**config.mk**
```make
export PLATFORM = sky130hd
export DESIGN_NAME = pfcls_top
export DESIGN_NICKNAME = d
export VERILOG_FILES = /design/src/pfcls_pkg.sv /design/src/pfcls_top.sv /design/src/pfcls_pi.sv
export VERILOG_INCLUDE_DIRS = /design/src
export SDC_FILE = /design/constraint.sdc
export NUM_CORES = 2
export LEC_CHECK = 0
export BUFFER_PORTS_ARGS = -buffer_cell sky130_fd_sc_hd__buf_2
export CAP_MARGIN = 20
export CELL_PAD_IN_SITES_DETAIL_PLACEMENT = 2
export CELL_PAD_IN_SITES_GLOBAL_PLACEMENT = 2
export CORE_MARGIN = 10
export CORE_UTILIZATION = 42
export DETAILED_ROUTE_END_ITERATION = 6
export GPL_TIMING_DRIVEN = 0
export PLACE_DENSITY_LB_ADDON = 0.3
export SYNTH_ARGS = -nofsm -noshare
export SYNTH_HDL_FRONTEND = slang
export SYNTH_HIERARCHICAL = 1
export SYNTH_SLANG_ARGS = --single-unit
```
**constraint.sdc**
```tcl
create_clock -name clock_i -period 22.7 [get_ports clock_i]
set_input_delay 1.135 -clock clock_i [delete_from_list [all_inputs] [get_ports clock_i]]
set_output_delay 1.135 -clock clock_i [all_outputs]
set_load 0.02 [all_outputs]
```
**src/pfcls_map.svh**
```systemverilog
// pfcls_map.svh - timing counts, gains, indices and reset values of the loop scheduler
// assumes a 200 MHz system clock; included by bare name
`ifndef PFCLS_MAP_SVH
`define PFCLS_MAP_SVH

// ------------------------------------------------------------------
// clock and timebase
// ------------------------------------------------------------------
`define PFCLS_CLK_NS          5
`define PFCLS_PWM_PERIOD_NS   10000
`define PFCLS_PWM_PERIOD_CYC  (`PFCLS_PWM_PERIOD_NS / `PFCLS_CLK_NS)
`define PFCLS_MID_CMP_CYC     (`PFCLS_PWM_PERIOD_CYC / 2)
`define PFCLS_SLOW_NS         1000000
`define PFCLS_SLOW_CYC        (`PFCLS_SLOW_NS / `PFCLS_CLK_NS)
`define PFCLS_CONV_NS         780
`define PFCLS_CONV_CYC        (`PFCLS_CONV_NS / `PFCLS_CLK_NS)

// ------------------------------------------------------------------
// fixed-point pi gains, 15 fractional bits
// ------------------------------------------------------------------
`define PFCLS_FRAC_BITS       15
`define PFCLS_I_KP            32'sh0000_29ba
`define PFCLS_I_KI            32'sh0000_0158
`define PFCLS_U_KP            32'sh0002_d2f2
`define PFCLS_U_KI            32'sh0000_057a

// ------------------------------------------------------------------
// pi channels and sample sequence indices
// ------------------------------------------------------------------
`define PFCLS_CH_LEG1         2'h0
`define PFCLS_CH_LEG2         2'h1
`define PFCLS_CH_VBUS         2'h2
`define PFCLS_IDX_VIN         3'h0
`define PFCLS_IDX_VBUS        3'h1
`define PFCLS_IDX_I1          3'h2
`define PFCLS_IDX_I2          3'h3
`define PFCLS_IDX_TEMP        3'h4
`define PFCLS_IDX_NONE        3'h7
`define PFCLS_FRAC_RST        16'sh0000

`endif

```
**src/pfcls_pkg.sv**
```systemverilog
// pfcls_pkg.sv - types and fixed-point helpers shared by the loop scheduler files
// assumes pfcls_map.svh is on the include path
`include "pfcls_map.svh"

package pfcls_pkg;

  typedef logic signed [15:0] pfcls_frac_t;

  // scheduler states, one-hot
  typedef enum logic [3:0] {
    PFCLS_IDLE = 4'h1,
    PFCLS_WAIT = 4'h2,
    PFCLS_LEG1 = 4'h4,
    PFCLS_LEG2 = 4'h8
  } pfcls_state_e;

  // one full set of converter samples
  typedef struct packed {
    pfcls_frac_t vin;
    pfcls_frac_t vbus;
    pfcls_frac_t i1;
    pfcls_frac_t i2;
    pfcls_frac_t temp;
  } pfcls_samples_s;

  // signed product rescaled by the fraction bits
  function automatic logic signed [49:0] pfcls_mul_q(input logic signed [16:0] a,
                                                     input logic signed [31:0] b);
    logic signed [48:0] p;
    p = a * b;
    return 50'(p >>> `PFCLS_FRAC_BITS);
  endfunction

  function automatic logic signed [31:0] pfcls_sat32(input logic signed [49:0] v);
    if (v > 50'sh0_0000_7fff_ffff) return 32'sh7fff_ffff;
    else if (v < -50'sh0_0000_8000_0000) return -32'sh7fff_ffff - 32'sh1;
    else return v[31:0];
  endfunction

  function automatic pfcls_frac_t pfcls_sat16(input logic signed [49:0] v);
    if (v > 50'sh0_0000_0000_7fff) return 16'sh7fff;
    else if (v < -50'sh0_0000_0000_8000) return -16'sh7fff - 16'sh1;
    else return v[15:0];
  endfunction

endpackage

```
**src/pfcls_top.sv**
```systemverilog
// pfcls_top.sv - pwm timebase, conversion triggers and loop scheduling for a two-leg pfc
// assumes the converter delivers samples on this clock, in trigger order, with adc_valid_i
`timescale 1ns/1ps
`include "pfcls_map.svh"

module pfcls_top
  import pfcls_pkg::*;
#(
  parameter int PERIOD_CYC = `PFCLS_PWM_PERIOD_CYC,
  parameter int MID_CMP    = `PFCLS_MID_CMP_CYC,
  parameter int SLOW_CYC   = `PFCLS_SLOW_CYC,
  parameter int CONV_CYC   = `PFCLS_CONV_CYC
) (
  input  wire logic        clock_i,
  input  wire logic        rstn_i,
  input  wire logic        run_i,
  input  wire pfcls_frac_t vbus_ref_i,
  input  wire logic        adc_valid_i,
  input  wire pfcls_frac_t adc_data_i,
  output logic             mid_trig_o,
  output logic             end_trig_o,
  output logic             adc_start_o,
  output logic             fast_tick_o,
  output logic             slow_tick_o,
  output logic             conv_late_o,
  output logic             duty_upd_o,
  output pfcls_frac_t      duty1_o,
  output pfcls_frac_t      duty2_o,
  output pfcls_frac_t      iref_o,
  output pfcls_samples_s   samples_o
);

  // ------------------------------------------------------------------
  // elaboration check
  // ------------------------------------------------------------------
  if (PERIOD_CYC < 16 || PERIOD_CYC > 65536 || MID_CMP < 1 || MID_CMP >= PERIOD_CYC - 1 ||
      SLOW_CYC < PERIOD_CYC || SLOW_CYC > 262144 || (SLOW_CYC % PERIOD_CYC) != 0 ||
      CONV_CYC < 1 ||
      CONV_CYC > PERIOD_CYC) begin : g_chk
    $error("pfcls_top parameters out of range");
  end

  // ------------------------------------------------------------------
  // pwm timebase
  // ------------------------------------------------------------------
  logic [15:0] cnt_q;
  logic        parity_q;
  logic [17:0] slow_cnt_q;
  logic        mid_hit;
  logic        end_hit;
  logic        fast_hit;
  logic        slow_hit;

  // compare decode against the period counter and the slow divider
  assign mid_hit  = (cnt_q == 16'(MID_CMP));
  assign end_hit  = (cnt_q == 16'(PERIOD_CYC - 1));
  assign fast_hit = end_hit && parity_q;
  assign slow_hit = (slow_cnt_q == 18'(SLOW_CYC - 1));

  // period counter and period parity
  always_ff @(posedge clock_i) begin
    if (!rstn_i) begin
      cnt_q    <= 16'h0000;
      parity_q <= 1'b0;
    end else if (end_hit) begin
      cnt_q    <= 16'h0000;
      parity_q <= !parity_q;
    end else begin
      cnt_q <= cnt_q + 16'h0001;
    end
  end

  // slow task divider, aligned to period ends from reset
  always_ff @(posedge clock_i) begin
    if (!rstn_i || slow_hit) begin
      slow_cnt_q <= 18'h00000;
    end else begin
      slow_cnt_q <= slow_cnt_q + 18'h00001;
    end
  end

  // trigger and tick outputs
  always_ff @(posedge clock_i) begin
    if (!rstn_i) begin
      mid_trig_o  <= 1'b0;
      end_trig_o  <= 1'b0;
      adc_start_o <= 1'b0;
      fast_tick_o <= 1'b0;
      slow_tick_o <= 1'b0;
    end else begin
      mid_trig_o  <= mid_hit;
      end_trig_o  <= end_hit;
      adc_start_o <= mid_hit || end_hit;
      fast_tick_o <= fast_hit;
      slow_tick_o <= slow_hit;
    end
  end

  // ------------------------------------------------------------------
  // sample capture
  // ------------------------------------------------------------------
  logic [2:0]     idx_q;
  logic           mid_done_q;
  logic           end_done_q;
  pfcls_samples_s smp_q;

  // sequence index steps through the samples of the current trigger
  always_ff @(posedge clock_i) begin
    if (!rstn_i) begin
      idx_q <= `PFCLS_IDX_NONE;
    end else if (mid_hit) begin
      idx_q <= `PFCLS_IDX_VIN;
    end else if (end_hit) begin
      idx_q <= `PFCLS_IDX_I2;
    end else if (adc_valid_i && idx_q != `PFCLS_IDX_NONE) begin
      if (idx_q == `PFCLS_IDX_I1 || idx_q == `PFCLS_IDX_TEMP) begin
        idx_q <= `PFCLS_IDX_NONE;
      end else begin
        idx_q <= idx_q + 3'h1;
      end
    end
  end

  // store each sample by its place in the sequence
  always_ff @(posedge clock_i) begin
    if (!rstn_i) begin
      smp_q <= '0;
    end else if (adc_valid_i) begin
      case (idx_q)
        `PFCLS_IDX_VIN:  smp_q.vin  <= adc_data_i;
        `PFCLS_IDX_VBUS: smp_q.vbus <= adc_data_i;
        `PFCLS_IDX_I1:   smp_q.i1   <= adc_data_i;
        `PFCLS_IDX_I2:   smp_q.i2   <= adc_data_i;
        `PFCLS_IDX_TEMP: smp_q.temp <= adc_data_i;
        default:         smp_q      <= smp_q;
      endcase
    end
  end

  // completion flags, cleared by the trigger that starts a new sequence
  always_ff @(posedge clock_i) begin
    if (!rstn_i) begin
      mid_done_q <= 1'b0;
      end_done_q <= 1'b0;
    end else begin
      if (mid_hit) begin
        mid_done_q <= 1'b0;
      end else if (adc_valid_i && idx_q == `PFCLS_IDX_I1) begin
        mid_done_q <= 1'b1;
      end
      if (end_hit) begin
        end_done_q <= 1'b0;
      end else if (adc_valid_i && idx_q == `PFCLS_IDX_TEMP) begin
        end_done_q <= 1'b1;
      end
    end
  end

  assign samples_o = smp_q;

  // ------------------------------------------------------------------
  // task scheduler
  // ------------------------------------------------------------------
  pfcls_state_e       state_q;
  logic [15:0]        wait_cnt_q;
  logic               slow_pend_q;
  logic               seq_done;
  logic               go_fast;
  logic               go_slow;
  logic [1:0]         pi_chan;
  pfcls_frac_t        pi_ref;
  pfcls_frac_t        pi_meas;
  logic signed [31:0] pi_kp;
  logic signed [31:0] pi_ki;
  logic               pi_done;
  logic [1:0]         pi_done_chan;
  pfcls_frac_t        pi_out;
  logic signed [16:0] vin_abs;

  assign seq_done = mid_done_q && end_done_q;

  // fast work owns the evaluator; slow work only fills idle cycles
  assign go_fast = (state_q == PFCLS_LEG1) || (state_q == PFCLS_LEG2);
  assign go_slow = slow_pend_q && !go_fast && run_i;

  // operand selection for the shared evaluator
  always_comb begin
    pi_chan = `PFCLS_CH_VBUS;
    pi_ref  = vbus_ref_i;
    pi_meas = smp_q.vbus;
    pi_kp   = `PFCLS_U_KP;
    pi_ki   = `PFCLS_U_KI;
    case (state_q)
      PFCLS_LEG1: begin
        pi_chan = `PFCLS_CH_LEG1;
        pi_ref  = iref_o;
        pi_meas = smp_q.i1;
        pi_kp   = `PFCLS_I_KP;
        pi_ki   = `PFCLS_I_KI;
      end
      PFCLS_LEG2: begin
        pi_chan = `PFCLS_CH_LEG2;
        pi_ref  = iref_o;
        pi_meas = smp_q.i2;
        pi_kp   = `PFCLS_I_KP;
        pi_ki   = `PFCLS_I_KI;
      end
      default: begin
        pi_chan = `PFCLS_CH_VBUS;
      end
    endcase
  end

  // current task sequencing with the conversion budget
  always_ff @(posedge clock_i) begin
    if (!rstn_i || !run_i) begin
      state_q     <= PFCLS_IDLE;
      wait_cnt_q  <= 16'h0000;
      conv_late_o <= 1'b0;
    end else begin
      conv_late_o <= 1'b0;
      case (state_q)
        PFCLS_IDLE: begin
          wait_cnt_q <= 16'h0000;
          if (fast_hit) begin
            state_q <= PFCLS_WAIT;
          end
        end
        PFCLS_WAIT: begin
          wait_cnt_q <= wait_cnt_q + 16'h0001;
          if (seq_done) begin
            state_q <= PFCLS_LEG1;
          end else if (wait_cnt_q == 16'(CONV_CYC)) begin
            state_q     <= PFCLS_IDLE;
            conv_late_o <= 1'b1;
          end
        end
        PFCLS_LEG1: state_q <= PFCLS_LEG2;
        PFCLS_LEG2: state_q <= PFCLS_IDLE;
        default:    state_q <= PFCLS_IDLE;
      endcase
    end
  end

  // slow request waits until the evaluator is free; a new tick wins over the clear
  always_ff @(posedge clock_i) begin
    if (!rstn_i || !run_i) begin
      slow_pend_q <= 1'b0;
    end else if (slow_hit) begin
      slow_pend_q <= 1'b1;
    end else if (go_slow) begin
      slow_pend_q <= 1'b0;
    end
  end

  pfcls_pi #(
    .CHANNELS (3)
  ) u_pi (
    .clock_i (clock_i),
    .rstn_i  (rstn_i),
    .clear_i (!run_i),
    .start_i (go_fast || go_slow),
    .chan_i  (pi_chan),
    .ref_i   (pi_ref),
    .meas_i  (pi_meas),
    .kp_i    (pi_kp),
    .ki_i    (pi_ki),
    .done_o  (pi_done),
    .chan_o  (pi_done_chan),
    .out_o   (pi_out)
  );

  // rectified input voltage shapes the current reference
  assign vin_abs = smp_q.vin[15] ? -17'(smp_q.vin) : 17'(smp_q.vin);

  // controller results to duties and reference; duties never go negative
  always_ff @(posedge clock_i) begin
    if (!rstn_i || !run_i) begin
      duty1_o    <= `PFCLS_FRAC_RST;
      duty2_o    <= `PFCLS_FRAC_RST;
      iref_o     <= `PFCLS_FRAC_RST;
      duty_upd_o <= 1'b0;
    end else begin
      duty_upd_o <= pi_done && pi_done_chan == `PFCLS_CH_LEG2;
      if (pi_done) begin
        case (pi_done_chan)
          `PFCLS_CH_LEG1: duty1_o <= pi_out[15] ? `PFCLS_FRAC_RST : pi_out;
          `PFCLS_CH_LEG2: duty2_o <= pi_out[15] ? `PFCLS_FRAC_RST : pi_out;
          `PFCLS_CH_VBUS: iref_o  <= pfcls_sat16(pfcls_mul_q(vin_abs, 32'(pi_out)));
          default:        iref_o  <= iref_o;
        endcase
      end
    end
  end

  // ------------------------------------------------------------------
  // checks
  // ------------------------------------------------------------------
  logic [15:0] per_since_q;

  // periods counted since the last current task tick
  always_ff @(posedge clock_i) begin
    if (!rstn_i || fast_tick_o) begin
      per_since_q <= 16'h0000;
    end else if (end_trig_o) begin
      per_since_q <= per_since_q + 16'h0001;
    end
  end

  a_start_is_or: assert property (@(posedge clock_i) disable iff (!rstn_i)
    adc_start_o == (mid_trig_o || end_trig_o))
    else $error("conversion start differs from trigger or");

  a_two_trig_sep: assert property (@(posedge clock_i) disable iff (!rstn_i)
    end_trig_o |-> (!mid_trig_o && cnt_q == 16'h0000))
    else $error("end trigger not at period wrap or overlaps mid trigger");

  a_mid_place: assert property (@(posedge clock_i) disable iff (!rstn_i)
    mid_trig_o |-> cnt_q == 16'(MID_CMP + 1))
    else $error("mid trigger not at mid-period compare");

  a_fast_rate: assert property (@(posedge clock_i) disable iff (!rstn_i)
    fast_tick_o |-> (end_trig_o && per_since_q == 16'h0001))
    else $error("current task not every second period");

  a_slow_rate: assert property (@(posedge clock_i) disable iff (!rstn_i)
    slow_tick_o |-> (end_trig_o && slow_cnt_q == 18'h00000))
    else $error("voltage task not aligned to period end");

  a_slow_yields: assert property (@(posedge clock_i) disable iff (!rstn_i)
    (slow_tick_o && run_i && $past(run_i)) |-> (go_slow != go_fast))
    else $error("voltage task neither started nor deferred to current task");

  a_wait_conv: assert property (@(posedge clock_i) disable iff (!rstn_i)
    go_fast |-> seq_done)
    else $error("leg controller evaluated before conversions ended");

  a_conv_budget: assert property (@(posedge clock_i) disable iff (!rstn_i)
    (state_q == PFCLS_WAIT) |-> wait_cnt_q <= 16'(CONV_CYC))
    else $error("conversion wait exceeded its budget");

  a_duty_before: assert property (@(posedge clock_i) disable iff (!rstn_i || !run_i)
    (state_q == PFCLS_IDLE && fast_hit) |-> ##[1:170] (duty_upd_o || conv_late_o))
    else $error("leg duties not refreshed within the current task");

endmodule

```
**src/pfcls_pi.sv**
```systemverilog
// pfcls_pi.sv - shared parallel pi evaluator with one integrator per channel
// assumes start pulses on the system clock; result follows one cycle later
`timescale 1ns/1ps

module pfcls_pi
  import pfcls_pkg::*;
#(
  parameter int CHANNELS = 3
) (
  input  wire logic               clock_i,
  input  wire logic               rstn_i,
  input  wire logic               clear_i,
  input  wire logic               start_i,
  input  wire logic [1:0]         chan_i,
  input  wire pfcls_frac_t        ref_i,
  input  wire pfcls_frac_t        meas_i,
  input  wire logic signed [31:0] kp_i,
  input  wire logic signed [31:0] ki_i,
  output logic                    done_o,
  output logic [1:0]              chan_o,
  output pfcls_frac_t             out_o
);

  // ------------------------------------------------------------------
  // elaboration check
  // ------------------------------------------------------------------
  if (CHANNELS < 3 || CHANNELS > 4) begin : g_chk
    $error("pfcls_pi needs three or four channels");
  end

  logic signed [31:0] integ_q [CHANNELS];
  logic signed [16:0] err;
  logic signed [31:0] p_term;
  logic signed [31:0] integ_d;

  // error, proportional term and saturated integrator update
  always_comb begin
    err     = 17'(ref_i) - 17'(meas_i);
    p_term  = pfcls_sat32(pfcls_mul_q(err, kp_i));
    integ_d = pfcls_sat32(50'(integ_q[chan_i]) + pfcls_mul_q(err, ki_i));
  end

  // per-channel integrator memory
  always_ff @(posedge clock_i) begin
    if (!rstn_i || clear_i) begin
      for (int k = 0; k < CHANNELS; k++) begin
        integ_q[k] <= 32'sh0;
      end
    end else if (start_i) begin
      integ_q[chan_i] <= integ_d;
    end
  end

  // registered result
  always_ff @(posedge clock_i) begin
    if (!rstn_i) begin
      done_o <= 1'b0;
      chan_o <= 2'h0;
      out_o  <= `PFCLS_FRAC_RST;
    end else begin
      done_o <= start_i && !clear_i;
      if (start_i) begin
        chan_o <= chan_i;
        out_o  <= pfcls_sat16(50'(p_term) + 50'(integ_d));
      end
    end
  end

  a_pi_result: assert property (@(posedge clock_i) disable iff (!rstn_i)
    (start_i && !clear_i) |=> (done_o && chan_o == $past(chan_i)))
    else $error("pi result not presented one cycle after start");

endmodule

```
# Word-level counts from Yosys, hierarchy flattened
# Memory sizes are Yosys's and may differ from the RTL's.
# Index checks and enable logic that the tools add are counted.
# op_classes
add_sub_neg	8
mul	3
n_div	0
n_lt_le_gt_ge	8
eq_ne	17
shift	0
muxes	35
n_bitwise	2
reduce_logical	38
# ops
op	count
2-to-1 mux 32 bit	5
2-to-1 mux 16 bit	5
one-hot mux 16 bit (2 select lines)	2
> comparator 50 x 16 -> 1 bit, second input constant	1
> comparator 50 x 32 -> 1 bit, second input constant	1
less-than comparator 50 x 16 -> 1 bit, second input constant	1
less-than comparator 50 x 32 -> 1 bit, second input constant	1
multiplier 17 x 19 -> 36 bit	1
adder 32 x 14 -> 33 bit	1
adder 32 x 32 -> 33 bit	1
multiplier 17 x 16 -> 33 bit	1
adder 16 x 1 -> 16 bit, second input constant	2
> comparator 21 x 32 -> 1 bit, second input constant	1
less-than comparator 21 x 32 -> 1 bit, second input constant	1
OR reduction 32 bit	1
multiplier 17 x 12 -> 29 bit	1
adder 18 x 1 -> 18 bit, second input constant	1
equality test 18 bit, second input constant	1
> comparator 18 x 16 -> 1 bit, second input constant	1
less-than comparator 18 x 16 -> 1 bit, second input constant	1
2-to-1 mux 18 bit	1
AND reduction 2 bit	9
2-to-1 mux 17 bit	1
negation 16 -> 17 bit	1
34 further kinds	69
# word_totals
reg_bits	215
latch_bits	0
mem_bits_rw	96
mem_bits_ro	0
in_bits	36
out_inout_bits	135
word_cells	139
n_memories	1
# mem_list
name	depth	width	read_ports	rd_clocked_by_memory_dff	write_ports	line	text
u_pi.integ_q	3	32	1	0	3	pfcls_pi.sv:31	logic signed [31:0] integ_q [CHANNELS];

# Depth between registers and ports, before layout
# depth
ltp_word	13
depth_mapped	76
ltp_nobuf	69

# Cells and area by module
# The synthesis kept the hierarchy.
# by_module_without_submodules
mod	n_inst	cells_per_inst	area_each_um2	seq_area_each_um2
pfcls_pi	1	5091	46763.6	4224.1
pfcls_top	1	2208	18574.1	3883.7

# Worst setup path after synthesis
# No wires, ideal clock.
# synth_path
path_type	reg-to-reg
startpoint	reg state_q[0]
endpoint	reg u_pi.out_o[5]
setup_time_ns	0.140
arrival_time_ns	16.960
required_ns	22.560
setup_slack_ns	5.599
path_stages_with_launch	71
n_path_buf	5
period_less_slack_ns	17.101
path_cell_list	dfxtp_1 -> clkbuf_1 -> nor4b_2 -> or2_2 -> clkinv_1 -> clkbuf_1 -> clkbuf_1 -> nand2_1 -> nand2_1 -> ha_1 -> fa_1 -> nor2b_1 -> o21ai_0 -> a21boi_0 -> o21ai_0 -> a21boi_0 -> o2111ai_1 -> nand3_1 -> (+35 left out) -> o21ai_0 -> o21ai_1 -> a21oi_1 -> ha_1 -> fa_1 -> a211oi_2 -> o211ai_1 -> nand2_1 -> nand2_1 -> a311o_1 -> xor2_1 -> or4_1 -> nor4_1 -> nand4_1 -> or4_4 -> o21ai_4 -> buf_6 -> o22ai_1
# synth_between
word_cells_on_any_way	31
classes_between	3 x add/sub; 2 x mul; 6 x order compare; 2 x eq/ne; 11 x mux; 6 x reduce/logical; 1 x memory
# synth_lines
item	line	text
from (decl)	pfcls_top.sv:164	pfcls_state_e state_q;
from (signal assigned)	pfcls_top.sv:217	state_q <= PFCLS_IDLE;
from (signal assigned)	pfcls_top.sv:226	state_q <= PFCLS_WAIT;
from (signal assigned)	pfcls_top.sv:232	state_q <= PFCLS_LEG1;
equality test 4 x 3 -> 1 bit / equality test 4 bit (equally long branches)	pfcls_top.sv:183	assign go_fast = (state_q == PFCLS_LEG1) || (state_q == PFCLS_LEG2);
logical OR 1 bit (*)	pfcls_top.sv:183	
net go_fast	pfcls_top.sv:168	logic go_fast;
logical NOT 1 bit	pfcls_top.sv:184	assign go_slow = slow_pend_q && !go_fast && run_i;
logical AND 1 bit (2 in series)	pfcls_top.sv:184	
logical OR 1 bit (*)	pfcls_top.sv:262	.start_i (go_fast || go_slow),
to (signal assigned)	pfcls_pi.sv:59	out_o <= `PFCLS_FRAC_RST;
to (signal assigned)	pfcls_pi.sv:64	out_o <= pfcls_sat16(50'(p_term) + 50'(integ_d));
to (decl)	pfcls_pi.sv:21	output pfcls_frac_t out_o
# Mark *: on every way through the listed nets, which the timed path passes. The rest lies on a longest branch.
# A chain may end at the register's enable or synchronous reset.

# Worst setup path after layout
# layout_path
startpoint	reg state_q[0]
endpoint	reg u_pi.out_o[12]
# Same word-level chain as after synthesis.

==> metrics.md <==
| Metric | Value |
|---|---|
| Share of the synthesized area in the top cell type | 0.4038 |
| Delay-heaviest family, CP | compound AO/OA/AOI/OAI gates |
| Final net count | 9724 |
| Clk sink count | 341 |
| Register area share after synthesis | 0.1241 |
| Worst EP arrival | 22.37 ns |
| Largest stage delay on the critical path | around 0.61 ns |
| # port buffers | around 170 |
| Initial Util | 0.4231 |
| Cells after Synth | roughly 7300 |
| Total GRT Usage | 0.3302 |
| Design Area, Final | between 70000 and 80000 µm² |
| Max_cap viols | 0 |
| CTS H-tree lvls | 2 |
| Synth Warn # | 6 |
| FILL cells | about 17000 |
| Reg-to-Reg Start | state_q[0]$_SDFFE_PP1P_ |
| Slowest cell on the critical path | clkbuf_1 |
| CP required | 23.16 ns |
| TritonCTS buffer count | 37 |
| Minimum clock period | 21.91 ns |
| Skew-Pair Late Insertion Delay | slightly above 0.6 ns |
| I/O pin cnt | 171 |
| Core area | ~150000 µm² |
| First-pass GRT wire length | roughly 430 mm |
| CTS tree | built |
| Die W | 414.4 µm |
| Slew headroom | 0.1383 |
| Vias per Instance | ~5.5 |
| Worst hold path class | flip-flop to flip-flop |
| Initial DRC Count | 3133 |
| Placed inst area | 70860 µm² |
| Final Hold Fails | 0 |
| Mapped Area | roughly 65000 µm² |
| Worst Path Max Fanout | 38 |
| Clk buf depth | 3 |
| First-pass iteration count of the detailed router | 7 |
| Hold_buf cts | 0 |
| Synth cell count leaders | inv_1, fa_1, nand2_1 |
| Worst Skew | ~0.044 ns |
| Setup-failing EPs final | 0 |
| Count leader, synth | inv_1 |
| Highest Clock Rate | between 40 and 50 MHz |
| Layout area overhead | 10.49% |
| Crit. Startpoint | state_q[0]$_SDFFE_PP1P_ |
| Initial antenna violation count | 19 |
| Main synth FF type | dfxtp_1 |
| Status | finished, final reports clean |
| Number of global-route vias before repair | 66750 |
| Post-Synthesis Mean Instance Area | around 9.0 µm² |
| Placer Congestion | around 0.91 |
| Post-Route WL | between 200 and 300 mm |
| Top post-synthesis cells by area | fa_1, inv_1, ha_1, nand2_1, dfxtp_1 |
| Clk Tree Root Cell | clkbuf_16 |
| Detailed Place HPWL | about 240 mm |
| Post-DRT Antenna Nets | 0 |
| Detailed-route via count | approximately 55000 |
| Cell taking the most area after synthesis | fa_1 |
| Buf/Inv on CP | 13 |
| WS Path Type | flip-flop to flip-flop |
| Async SR Flop Fraction | 0 |
| Pin count of the biggest net entering global routing | 48 |
| Die ar. | between 150000 and 200000 µm² |
| Synth Register Bits | approximately 340 |
| Share of cells above drive strength 1 | 0.05513 |
| Hold path start | samples_o[11]$_SDFFE_PN0P_ |
| Die height | 414.4 µm |
| Distinct cells, synth | 90 |
| Clk slew on worst S/H paths | 0.07 ns |
| Final slew viol count | 0 |
| CP startpoint kind | flip-flop |
| Post-synth EDFFs | 128 |
| Tightest Pin Transition | 1.292 ns |
| Tcrit/Tclk final | 0.9653 |
| Mean routed wirelength per cell | between 20 and 30 µm |
| CP Capture Type | flip-flop |
| Cell repeated most along the worst path | fa_1 |
| DR DRC count | 0 |
| FP Rows | 144 |
| Gr ovfl total | 0 |
==> cell families (layout without fill, tap and decap cells) <==
group,after synthesis,after routing,synth area share
simple gates,2340,2341,0.1691
buf+inv,1773,2048,0.1026
fa+ha+maj,1716,1716,0.4800
compound gates,847,847,0.07890
flops,341,341,0.1241
xor+xnor,223,223,0.02989
mux,57,57,0.01522
other cells,2,438,0.0001149
==> cell usage in the layout (no fill, tap or decap), types with 49 or more instances in the layout <==
| master | count |
|---|---|
| inv_1 | 1450 |
| fa_1 | 1318 |
| nand2_1 | 1174 |
| conb_1 | 427 |
| and2_1 | 401 |
| ha_1 | 398 |
| a21oi_1 | 365 |
| clkbuf_1 | 295 |
| nor2_1 | 265 |
| dfxtp_1 | 213 |
| buf_2 | 175 |
| nor2b_1 | 170 |
| o21ai_0 | 167 |
| xnor2_1 | 134 |
| edfxtp_1 | 128 |
| xor2_1 | 79 |
| a21o_1 | 71 |
| nand3_1 | 55 |
| or2_2 | 49 |
==> worst paths after layout <==
path	endpoint	slack, ns	depth (start not counted)
worst max-delay path	u_pi/out_o[12]$_SDFFE_PN0P_	0.79	73
worst min-delay path	samples_o[11]$_SDFFE_PN0P_	0.46	2
worst max register to register	u_pi/out_o[12]$_SDFFE_PN0P_	0.79	73
worst min register to register	samples_o[11]$_SDFFE_PN0P_	0.46	2
==> layout make-up <==
type / count / area, µm² / share of cell area
buffer: 322 / 1264 / 0.01750
tap: 2044 / 2557 / 0.03542
clock inverter: 21 / 191.4 / 0.002652
timing repair buffer: 208 / 1340 / 0.01856
antenna: 11 / 27.53 / 0.0003813
inverter: 1451 / 5446 / 0.07544
sequential: 341 / 8108 / 0.1123
clock buffer: 46 / 1001 / 0.01386
multi-input combinational: 5611 / 52260 / 0.7239
==> registers in the layout, indices dropped and copies added, names as in the netlist, 2 cells and up <==
signal        cells
idx_q             3
u_pi/out_o       16
cnt_q            16
iref_o           16
wait_cnt_q       16
u_pi/integ_q    128
samples_o        80
duty2_o          15
slow_cnt_q       18
duty1_o          15
state_q           4
u_pi/chan_o       2
==> metal layers <==
layer | part of all wire | GRT usage | routed length [µm] | vias up
li1 | - | - | - | 23210
met1 | 0.36 | 0.3597 | 103700 | 29390
met2 | 0.51 | 0.5930 | 146500 | 1783
met3 | 0.047 | 0.04351 | 13570 | 872
met4 | 0.085 | 0.2289 | 24360 | 18
met5 | 0.00040 | 0 | 115 | -
==> per-stage QoR <==
| stage | hold WS, ns | utilization | setup TNS, ns | std cells | setup slack, ns |
|---|---|---|---|---|---|
| after floorplan | 0.4258 | - | 0 | 7724 | 5.599 |
| after global placement | 0.4420 | 0.4555 | -53.10 | 9936 | -3.371 |
| after detailed placement | 0.4489 | 0.4589 | 0 | 9965 | 0.04215 |
| after CTS | 0.4576 | 0.4666 | 0 | 10030 | 0.3507 |
| after global routing | 0.4813 | 0.4674 | -0.001554 | 10050 | -0.001554 |
| final | 0.4552 | 0.4676 | 0 | 10060 | 0.7886 |
==> worst min-delay path, cell delays in order (launching register included) <==
cell,delay [ns]
dfxtp_1,0.31
nand2_1,0.05
a21oi_1,0.05
==> timing repair <==
item / CTS / global route
hold endpoints to repair: 0 / 0
gates cloned: 0 / 1
setup buffers: 0 / 5
setup endpoints to repair: 10 / 16
pin swaps: 0 / 3
gates resized for setup: 1 / 11
Power is not shown: default switching activity piles up to over one toggle a cycle in this logic, so the estimate is an artifact.
